<file path="src/sirt_map.vh">
/*
 holds register offsets, field positions, reset values and timing counts
 of the status transition block; assumes a 32-bit classic wishbone slave.
*/
`ifndef SIRT_MAP_VH
`define SIRT_MAP_VH
// ==================================================
// register byte offsets
`define SIRT_STATUS_OFS 8'h00
`define SIRT_FIFO_OFS 8'h04
`define SIRT_CTRL_OFS 8'h08
`define SIRT_INT_STAT_OFS 8'h0c
`define SIRT_INT_MASK_OFS 8'h10
// ==================================================
// status_register fields
`define SIRT_ST_VALID 7
`define SIRT_ST_CMD_READY 6
`define SIRT_ST_GO 5
`define SIRT_ST_DATA_AVAIL 4
`define SIRT_ST_EXPECT 3
`define SIRT_ST_RESEND 1
// ctrl fields
`define SIRT_CT_AUTO_READY 0
`define SIRT_CT_EXPECT_CHOICE 1
`define SIRT_CT_CMD_DONE 2
// interrupt status fields
`define SIRT_IS_READY 0
`define SIRT_IS_DATA_AVAIL 1
`define SIRT_IS_VALID 2
// ==================================================
// reset values and constants
`define SIRT_CTRL_RST 3'h1
`define SIRT_FILLER 8'hff
// idle timeout in microseconds, clock period in nanoseconds
`define SIRT_IDLE_TIMEOUT_US 750
`define SIRT_CLK_NS 100
`define SIRT_SETTLE_CYC 2
`endif

</file>
<file path="src/sirt_status.v">
/*
 status field transition logic of a command interface, out of idle.
 assumes a classic wishbone master with 32-bit data, single cycles.
*/
// Chosen here: register access over Wishbone and the address map.
// Contract
// - after command completion the device settles through intermediate states before data-available rises.
// - status flags are meaningful only while status-valid reads one.
// - an idle ending may be replaced by a silent move straight to ready.
// - once idle time reaches the timeout the device stays idle until the host commands ready.
// - below the timeout the device may enter ready itself, with command-ready 1 and data-available 0.
// - expect on idle-to-ready takes one fixed chosen value, held in ready.
// - in idle a host write of one to command-ready moves to ready.
// - in idle writes to the command fifo are dropped and all flags stay zero.
// - in idle a fifo read returns ff and leaves the state alone.
// - in idle a write of one to execute-go has no effect.
`timescale 1ns/1ps
`include "sirt_map.vh"
module sirt_status
#(
    parameter IDLE_CYCLES = (`SIRT_IDLE_TIMEOUT_US * 1000) / `SIRT_CLK_NS
)
(
    input wire clk_i,
    input wire rst_i,
    input wire cyc_i,
    input wire stb_i,
    input wire we_i,
    input wire [7:0] adr_i,
    input wire [3:0] sel_i,
    input wire [31:0] dat_i,
    output reg [31:0] dat_o,
    output reg ack_o,
    output reg irq_o
);
    // ==================================================
    // states
    localparam ST_IDLE = 2'd0;
    localparam ST_READY = 2'd1;
    localparam ST_SETTLE = 2'd2;
    localparam ST_AVAIL = 2'd3;

    reg [1:0] state_reg;
    reg [1:0] state_next;
    reg [2:0] ctrl_reg;
    reg [2:0] int_stat_reg;
    reg [2:0] int_mask_reg;
    reg expect_reg;
    reg valid_reg;
    reg [1:0] settle_reg;
    wire expired;
    wire req;
    wire wr;
    wire rd;
    wire [31:0] status_word;

    assign req = cyc_i && stb_i && !ack_o;
    assign wr = req && we_i && sel_i[0];
    assign rd = req && !we_i;

    // ==================================================
    // register decode and state events
    wire wr_ctrl;
    wire wr_mask;
    wire rd_int_stat;
    wire enter_ready;
    wire enter_avail;
    wire valid_back;

    assign wr_ctrl = wr && (adr_i == `SIRT_CTRL_OFS);
    assign wr_mask = wr && (adr_i == `SIRT_INT_MASK_OFS);
    assign rd_int_stat = rd && (adr_i == `SIRT_INT_STAT_OFS);
    assign enter_ready = (state_next == ST_READY) && (state_reg != ST_READY);
    assign enter_avail = (state_next == ST_AVAIL) && (state_reg != ST_AVAIL);
    // valid comes back one cycle after a change, once the state holds
    assign valid_back = !valid_reg && (state_next == state_reg);

    sirt_idle_timer #(.CYCLES(IDLE_CYCLES), .W(32)) u_timer
    (
        .clk_i(clk_i),
        .rst_i(rst_i),
        .idle_i(state_reg == ST_IDLE),
        .expired_o(expired)
    );

    // ==================================================
    // status word
    assign status_word = {24'h000000, valid_reg, state_reg == ST_READY, 1'b0,
        state_reg == ST_AVAIL, expect_reg && state_reg == ST_READY, 3'h0};

    // ==================================================
    // next state
    always @*
    begin
        state_next = state_reg;
        case (state_reg)
            ST_IDLE:
            begin
                if (wr && adr_i == `SIRT_STATUS_OFS && dat_i[`SIRT_ST_CMD_READY])
                    state_next = ST_READY;
                else if (ctrl_reg[`SIRT_CT_AUTO_READY] && !expired)
                    state_next = ST_READY;
                // expired: hold idle, go and fifo writes are ignored
            end
            ST_READY:
            begin
                if (wr && adr_i == `SIRT_CTRL_OFS && dat_i[`SIRT_CT_CMD_DONE])
                    state_next = ST_SETTLE;
            end
            ST_SETTLE:
            begin
                if (settle_reg == 2'd0)
                    state_next = ST_AVAIL;
            end
            ST_AVAIL:
            begin
                if (wr && adr_i == `SIRT_STATUS_OFS && dat_i[`SIRT_ST_CMD_READY])
                    state_next = ST_IDLE;
            end
            default:
                state_next = ST_IDLE;
        endcase
    end

    // ==================================================
    // state, status-valid and expect
    always @(posedge clk_i)
    begin
        if (rst_i)
        begin
            state_reg <= ST_IDLE;
            valid_reg <= 1'b1;
            expect_reg <= 1'b0;
        end
        else
        begin
            state_reg <= state_next;
            // status-valid drops across any change of state
            valid_reg <= (state_next == state_reg);
            if (state_reg == ST_IDLE && state_next == ST_READY)
                expect_reg <= ctrl_reg[`SIRT_CT_EXPECT_CHOICE];
        end
    end

    // ==================================================
    // settle counter between command done and data-available
    always @(posedge clk_i)
    begin
        if (rst_i)
            settle_reg <= 2'd0;
        else if (state_next == ST_SETTLE && state_reg != ST_SETTLE)
            settle_reg <= 2'd`SIRT_SETTLE_CYC;
        else if (settle_reg != 2'd0)
            settle_reg <= settle_reg - 2'd1;
    end

    // ==================================================
    // control and mask registers
    always @(posedge clk_i)
    begin
        if (rst_i)
        begin
            ctrl_reg <= `SIRT_CTRL_RST;
            int_mask_reg <= 3'h0;
        end
        else
        begin
            // command-done is a strobe, never stored
            if (wr_ctrl)
                ctrl_reg <= {1'b0, dat_i[1:0]};
            else
                ctrl_reg[`SIRT_CT_CMD_DONE] <= 1'b0;
            if (wr_mask)
                int_mask_reg <= dat_i[2:0];
        end
    end

    // ==================================================
    // sticky interrupt status and level output
    always @(posedge clk_i)
    begin
        if (rst_i)
        begin
            int_stat_reg <= 3'h0;
            irq_o <= 1'b0;
        end
        else
        begin
            // set wins over read-clear so an event in the read cycle is not lost
            int_stat_reg <= (rd_int_stat ? 3'h0 : int_stat_reg) | {valid_back, enter_avail, enter_ready};
            irq_o <= |(int_stat_reg & int_mask_reg);
        end
    end

    // ==================================================
    // bus answer
    always @(posedge clk_i)
    begin
        if (rst_i)
        begin
            ack_o <= 1'b0;
            dat_o <= 32'h00000000;
        end
        else
        begin
            ack_o <= req;
            dat_o <= 32'h00000000;
            if (rd)
            begin
                case (adr_i)
                    `SIRT_STATUS_OFS: dat_o <= status_word;
                    `SIRT_FIFO_OFS: dat_o <= {24'h000000, `SIRT_FILLER};
                    `SIRT_CTRL_OFS: dat_o <= {29'h00000000, ctrl_reg};
                    `SIRT_INT_STAT_OFS: dat_o <= {29'h00000000, int_stat_reg};
                    `SIRT_INT_MASK_OFS: dat_o <= {29'h00000000, int_mask_reg};
                    default: dat_o <= 32'h00000000;
                endcase
            end
            // fifo writes and execute-go are dropped in every state: no register loads them
        end
    end
endmodule

</file>
<file path="src/sirt_idle_timer.v">
/*
 idle timer: counts cycles since entering idle and flags expiry.
 assumes idle_i is high exactly while the status machine sits in idle.
*/
`timescale 1ns/1ps
module sirt_idle_timer
#(
    parameter CYCLES = 7500,
    parameter W = 16
)
(
    input wire clk_i,
    input wire rst_i,
    input wire idle_i,
    output reg expired_o
);
    reg [W-1:0] cnt_reg;
    // count saturates so a long idle stays expired until idle is left
    always @(posedge clk_i)
    begin
        if (rst_i || !idle_i)
        begin
            cnt_reg <= {W{1'b0}};
            expired_o <= 1'b0;
        end
        else if (!expired_o)
        begin
            cnt_reg <= cnt_reg + {{(W-1){1'b0}}, 1'b1};
            expired_o <= (cnt_reg >= CYCLES[W-1:0] - {{(W-1){1'b0}}, 1'b1});
        end
    end
endmodule

</file>
<file path="config.mk">
export PLATFORM = sky130hd
export DESIGN_NAME = sirt_status
export DESIGN_NICKNAME = d
export VERILOG_FILES = /design/src/sirt_status.v /design/src/sirt_idle_timer.v
export VERILOG_INCLUDE_DIRS = /design/src /design/src/src
export SDC_FILE = /design/constraint.sdc
export NUM_CORES = 1
export LEC_CHECK = 0
export ABC_AREA = 1
export BUFFER_PORTS_ARGS = -buffer_cell sky130_fd_sc_hd__buf_2
export CELL_PAD_IN_SITES_DETAIL_PLACEMENT = 0
export CELL_PAD_IN_SITES_GLOBAL_PLACEMENT = 1
export CORE_AREA = 5 5 101 103
export CTS_CLUSTER_DIAMETER = 150
export DETAILED_ROUTE_END_ITERATION = 6
export DIE_AREA = 0 0 106 108
export PLACE_DENSITY_LB_ADDON = 0.1
export REMOVE_ABC_BUFFERS = 1
export SETUP_SLACK_MARGIN = 0.3
export SYNTH_ARGS = -nofsm -noshare
export SYNTH_HDL_FRONTEND = slang
export SYNTH_HIERARCHICAL = 1
export SYNTH_SLANG_ARGS = --single-unit
</file>
<file path="constraint.sdc">
create_clock -name clk_i -period 1.7 [get_ports clk_i]
set_clock_uncertainty 0.2 [all_clocks]
set_input_delay 0.34 -clock clk_i [delete_from_list [all_inputs] [get_ports clk_i]]
set_output_delay 0.34 -clock clk_i [all_outputs]
set_load 0.01 [all_outputs]
</file>
==> flow_summary.json, run 1 <==
{
  "rsz0062_at_grt": "true",
  "layout.cells.non_filler": 689,
  "syn_to_final_growth_pct": 34.23,
  "antenna_found_initial": 0,
  "wl_met1_um": 4329,
  "clockBufferDepth": 2,
  "powerDensity_mw_per_mm2": 671.5,
  "final_cell_area_sq_mm": 0.004420,
  "num_io_pins": 83,
  "postCtsHoldBufs": 0,
  "cts.reportedPaths.clkPinSlew_ns": 0.07,
  "start_kind": "flop",
  "finalMaxSlewViolations": 0,
  "clockRootBuffer": "clkbuf_8",
  "fin_crit_ns": 1.604,
  "crit_slowest_cell": "dfxtp_4",
  "layout_common_cells": "nand2_1, nor2_1, inv_1",
  "min_to": "ctrl_reg[0]$_SDFFE_PP1N_",
  "syn_area_sq_mm": 0.003293,
  "row_count": 35,
  "critPathCaptureType": "flop",
  "die_area_sq_mm": 0.01145,
  "cts_tree": "done",
  "dpl.hpwl_um": 6378,
  "critPathMaxStageDelay_ns": 0.36,
  "layout_commonest_cell": "nand2_1",
  "setup_violations": 0,
  "vias_per_cell": 4.663,
  "die_w_um": 106,
  "syn_avg_cell_area_sq_um": 6.573,
  "drtAntennaViolNets": 0,
  "detailedRoute.firstPassIterationCount": 4,
  "dp.cells": 652,
  "diodes": 0,
  "rr_worst_depth": 9,
  "synth.ff_latch_count": 57,
  "core_area_sq_mm": 0.009109,
  "place_ws_ns": -0.05692,
  "outcome": "finished clean",
  "grt_max_degree": 15,
  "port_buffers": 27,
  "r2r_start": "u_timer/cnt_reg[1]$_SDFFE_PP0N_",
  "top_layer": "met4",
  "dpl-instance-area_sq_mm": 0.003595,
  "grt_pass1_vias": 3000,
  "fill_cells": 960,
  "largest_register_ffs": 32,
  "cap_violations": 0,
  "p_leak_nw": 1.911,
  "grt_use_total_pct": 15.42,
  "hold_viol_final": 0,
  "cp.arrival_ns": 1.70,
  "cts_buffers": 9,
  "max_freq_mhz": 623.6,
  "cts_sinks": 57,
  "r2r_end": "u_timer/cnt_reg[15]$_SDFFE_PP0N_",
  "die_h_um": 108,
  "setup_ws_ns": 0.09646,
  "ir_drop_uv": 337.2,
  "tns_ns": 0,
  "synth_cell_type_count": 32,
  "final_nets": 623,
  "yosys_warnings": 6,
  "min_path_type": "in2reg",
  "crit_type": "reg2reg",
  "netlist_instances": 501,
  "overflow": 0,
  "htree_levels": 3,
  "drt-wirelength-per-cell_um": 12.51,
  "fin_crit_sh_pct": 94.33,
  "initial_utilization_pct": 36.15,
  "drive_above_1_share_pct": 37.72,
  "r2r_slack_ns": 0.1,
  "vias": 3213,
  "gp_congestion": 0.8183,
  "worstPathCellList": "buf_6 > nand2_4 > nor2_4 > nand2_2 > nor2_4 > nand2_4 > buf_4 > a21oi_2 > o21a_1",
  "met2_length_um": 3829,
  "drc": 0,
  "met3WireLength_um": 334,
  "grt_pass1_wl_um": 14100,
  "drtIter0Drc": 175,
  "critPathMaxFanout": 4,
  "clk_latency_ns": 0.34,
  "finalWirelength_um": 8617,
  "hold_depth": 3,
  "yosysSeqAreaShare_pct": 34.65,
  "cp.required_ns": 1.79,
  "worstHoldStart": "dat_i[0]"
}
synthesized netlist by cell type, drive strengths merged:
library cell / n / area share, %
nand2: 131 / 16
nor2: 107 / 16
inv: 72 / 8.2
dfxtp: 57 / 35
nand3: 40 / 7.0
buf: 26 / 5.8
a21oi: 22 / 3.7
o21ai: 14 / 2.1
nand4: 11 / 2.3
clkbuf: 3 / 0.34
nor3: 3 / 0.46
a211oi: 2 / 0.46
a31oi: 2 / 0.38
a41oi: 2 / 0.53
nand3b: 2 / 0.46
nor4: 2 / 0.57
o21a: 2 / 0.46
conb: 1 / 0.11
ha: 1 / 0.38
xor2: 1 / 0.27
layout make-up:
class                           count  area (sq um)  share of cell area (%)
Inverter                           72         275.3                   6.227
Clock buffer                       11         141.4                   3.198
Timing Repair Buffer               67         495.5                   11.21
Multi-Input combinational cell    366          2120                   47.95
Sequential cell                    57          1171                   26.49
Tap cell                          111         138.9                   3.142
Clock inverter                      5         78.83                   1.783
cell families after synthesis:
kind of cell | after synthesis | share of synthesized area, %
adder cells (fa/ha/maj) | 1 | 0.3799
buffers and inverters | 101 | 14.32
XOR/XNOR | 1 | 0.2660
AO/OA/AOI/OAI | 44 | 7.636
flip-flops | 57 | 34.65
other | 1 | 0.1139
AND/OR/NAND/NOR | 296 | 42.63
stage by stage:
stage	hold WS, ns	power (W)	util [%]
6_report	0.01829	0.002968	48.53
5_1_grt	0.02566	0.003071	48.53
4_1_cts	0.01167	0.002991	45.63
3_5_place_dp	0.2729	0.001529	39.46
3_3_place_gp	0.2568	0.001527	39.46
2_1_floorplan	0.2024	0.001470	-
worst max-delay path by stage:
| stage | start | to | depth (start not counted) | slack, ns |
|---|---|---|---|---|
| final | u_timer/cnt_reg[1]$_SDFFE_PP0N_ | u_timer/cnt_reg[15]$_SDFFE_PP0N_ | 9 | 0.1 |
| after global routing | u_timer/cnt_reg[1]$_SDFFE_PP0N_ | u_timer/cnt_reg[23]$_SDFFE_PP0N_ | 10 | -0.02 |
| after CTS | u_timer/cnt_reg[13]$_SDFFE_PP0N_ | u_timer/cnt_reg[28]$_SDFFE_PP0N_ | 7 | 0.1 |
| after detailed placement | adr_i[1] | expect_reg$_SDFFE_PP0P_ | 9 | -0.06 |
| after global placement | adr_i[1] | expect_reg$_SDFFE_PP0P_ | 9 | -0.03 |
| after floorplan | state_reg[0]$_SDFF_PP0_ | u_timer/cnt_reg[18]$_SDFFE_PP0N_ | 6 | -0.39 |
worst max-delay path: cells and delay by family, from the launching register on:
family,cells,cell delay (ns)
AND/OR/NAND/NOR,5,0.54
flip-flops,1,0.36
buffers and inverters,2,0.25
AO/OA/AOI/OAI,2,0.21
metal layers:
metal | global-route usage, % | vias to the layer above
li1 | - | 1672
met1 | 21.97 | 1476
met2 | 23.50 | 55
met3 | 2.567 | 10
met4 | 5.550 | 0
met5 | 0 | -
report_power, final:
group	total [W]	switching, W	internal (W)	leakage, nW
Combinational	0.000172	0.000113	0.0000589	1.33
Sequential	0.00135	0.00000930	0.00134	0.471
Clock	0.00144	0.000581	0.000863	0.113
timing repair:
action / CTS / global route
cloned: 0 / 0
gates resized for setup: 78 / 57
endpoints found under the setup margin: 44 / 49
buffers inserted: 11 / 10
pin swaps: 26 / 41
No activity file was read; power rests on OpenSTA's default activity.
==> run 2: changes to the inputs <==
--- a/config.mk
+++ b/config.mk
@@ -14,6 +14,7 @@
 export CTS_CLUSTER_DIAMETER = 150
 export DETAILED_ROUTE_END_ITERATION = 6
 export DIE_AREA = 0 0 106 108
+export GPL_TIMING_DRIVEN = 0
 export PLACE_DENSITY_LB_ADDON = 0.1
 export REMOVE_ABC_BUFFERS = 1
 export SETUP_SLACK_MARGIN = 0.3
==> flow_summary.json, run 2 (synthesis results as in run 1) <==
{
  "outcome": "finished clean",
  "drt-wirelength-per-cell_um": 12.85,
  "worstPathCellList": "ha_4 > inv_1 > nor2_2 > nand2_2 > nor2_4 > nand3_2 > o21ai_1 > nor2_1",
  "dpl-instance-area_sq_mm": 0.003466,
  "min_path_type": "in2reg",
  "cts_buffers": 9,
  "diodes": 0,
  "syn_to_final_growth_pct": 41.68,
  "hold_viol_final": 0,
  "cts.reportedPaths.clkPinSlew_ns": 0.07,
  "fin_crit_ns": 1.569,
  "setup_ws_ns": 0.1310,
  "vias": 3216,
  "htree_levels": 3,
  "critPathCaptureType": "flop",
  "clk_latency_ns": 0.34,
  "powerDensity_mw_per_mm2": 616.9,
  "die_w_um": 106,
  "grt_pass1_vias": 3016,
  "fin_crit_sh_pct": 92.30,
  "place_ws_ns": -0.4325,
  "ir_drop_uv": 336.3,
  "final_nets": 634,
  "drtIter0Drc": 93,
  "drc": 0,
  "cap_violations": 0,
  "start_kind": "flop",
  "setup_violations": 0,
  "drtAntennaViolNets": 0,
  "die_h_um": 108,
  "clockBufferDepth": 2,
  "layout_commonest_cell": "nand2_1",
  "max_freq_mhz": 637.3,
  "grt_max_degree": 14,
  "cts_sinks": 57,
  "die_area_sq_mm": 0.01145,
  "row_count": 35,
  "cts_tree": "done",
  "crit_slowest_cell": "dfxtp_4",
  "finalWirelength_um": 8994,
  "gp_congestion": 0.8181,
  "core_area_sq_mm": 0.009109,
  "drive_above_1_share_pct": 42.61,
  "finalMaxSlewViolations": 0,
  "port_buffers": 27,
  "p_leak_nw": 1.964,
  "critPathMaxStageDelay_ns": 0.38,
  "postCtsHoldBufs": 0,
  "detailedRoute.firstPassIterationCount": 4,
  "dpl.hpwl_um": 6298,
  "cp.required_ns": 1.73,
  "layout_common_cells": "nand2_1, nor2_1, inv_1",
  "grt_pass1_wl_um": 14190,
  "tns_ns": 0,
  "cp.arrival_ns": 1.60,
  "grt_use_total_pct": 15.49,
  "cp_top_family": "simple AND/OR/NAND/NOR gates",
  "num_io_pins": 83,
  "timing.critical_path.buf_inv": 1,
  "final_cell_area_sq_mm": 0.004666,
  "vias_per_cell": 4.594,
  "rsz0062_at_grt": "true",
  "crit_type": "reg2reg",
  "utilization_pct": 51.22,
  "initial_utilization_pct": 36.15,
  "antenna_found_initial": 0,
  "overflow": 0,
  "fill_cells": 907,
  "largest_register_ffs": 32,
  "critPathMaxFanout": 4,
  "clockRootBuffer": "clkbuf_8"
}
==> run 2: changes by cell type in the layout (fill, tap and decap cells not counted), sizes merged <==
cell,before,now
bufinv,2,1
buf,67,77
inv,72,71
clkinvlp,0,3
==> run 2: cell type report <==
type                       count  area [sq um]  area share, %
inverter                      72         281.5          6.034
tap                          111         138.9          2.977
clock buffer                  10         137.6          2.950
clock inverter                 6         67.56          1.448
sequential                    57          1199          25.69
timing repair buffer          78         629.4          13.49
multi-input combinational    366          2212          47.41
==> run 2: path summary, 6_finish.rpt <==
| path | start | end | slack (ns) | depth (start not counted) |
|---|---|---|---|---|
| worst max-delay path | u_timer/cnt_reg[1]$_SDFFE_PP0N_ | u_timer/cnt_reg[30]$_SDFFE_PP0N_ | 0.13 | 8 |
| worst min register to register | u_timer/cnt_reg[7]$_SDFFE_PP0N_ | u_timer/cnt_reg[7]$_SDFFE_PP0N_ | 0.26 | 1 |
| worst max register to register | u_timer/cnt_reg[1]$_SDFFE_PP0N_ | u_timer/cnt_reg[30]$_SDFFE_PP0N_ | 0.13 | 8 |
| worst min-delay path | dat_i[0] | ctrl_reg[0]$_SDFFE_PP1N_ | 0.03 | 3 |
==> run 2: timing repair <==
action                                  4_1_cts  5_1_grt
buffers inserted                             32       17
gates cloned                                  0        1
pin swaps                                    29       41
endpoints found under the hold margin         0        0
endpoints found under the setup margin       44       54
resized for setup                            96       81
==> run 2: layer usage <==
layer / vias to the layer above / GRT usage, % / wire, um
met5: - / 0 / 0
met2: 44 / 24.13 / 4040
met1: 1481 / 21.77 / 4551
met3: 8 / 2.209 / 287
met4: 0 / 5.828 / 114
li1: 1683 / - / -
==> run 2: through the flow <==
step           instances  hold slack (ns)  power (W)
2_1_floorplan        495           0.2024   0.001470
3_3_place_gp         633           0.2586   0.001520
3_5_place_dp         634           0.2644   0.001525
4_1_cts              682         0.005891   0.002893
5_1_grt              700          0.03906   0.003001
6_report             700          0.02760   0.002878
==> run 2: worst min-delay path: cells and delay by family <==
| family | cells | cell delay (ns) |
|---|---|---|
| and+or+nand+nor | 2 | 0.11 |
| buffers and inverters | 1 | 0.09 |
==> run 2: where the power goes <==
part	switching, W	internal (W)	total (W)
Sequential	0.0000102	0.00133	0.00134
Combinational	0.000128	0.0000869	0.000215
Clock	0.000604	0.000718	0.00132
Total	0.000742	0.00214	0.00288
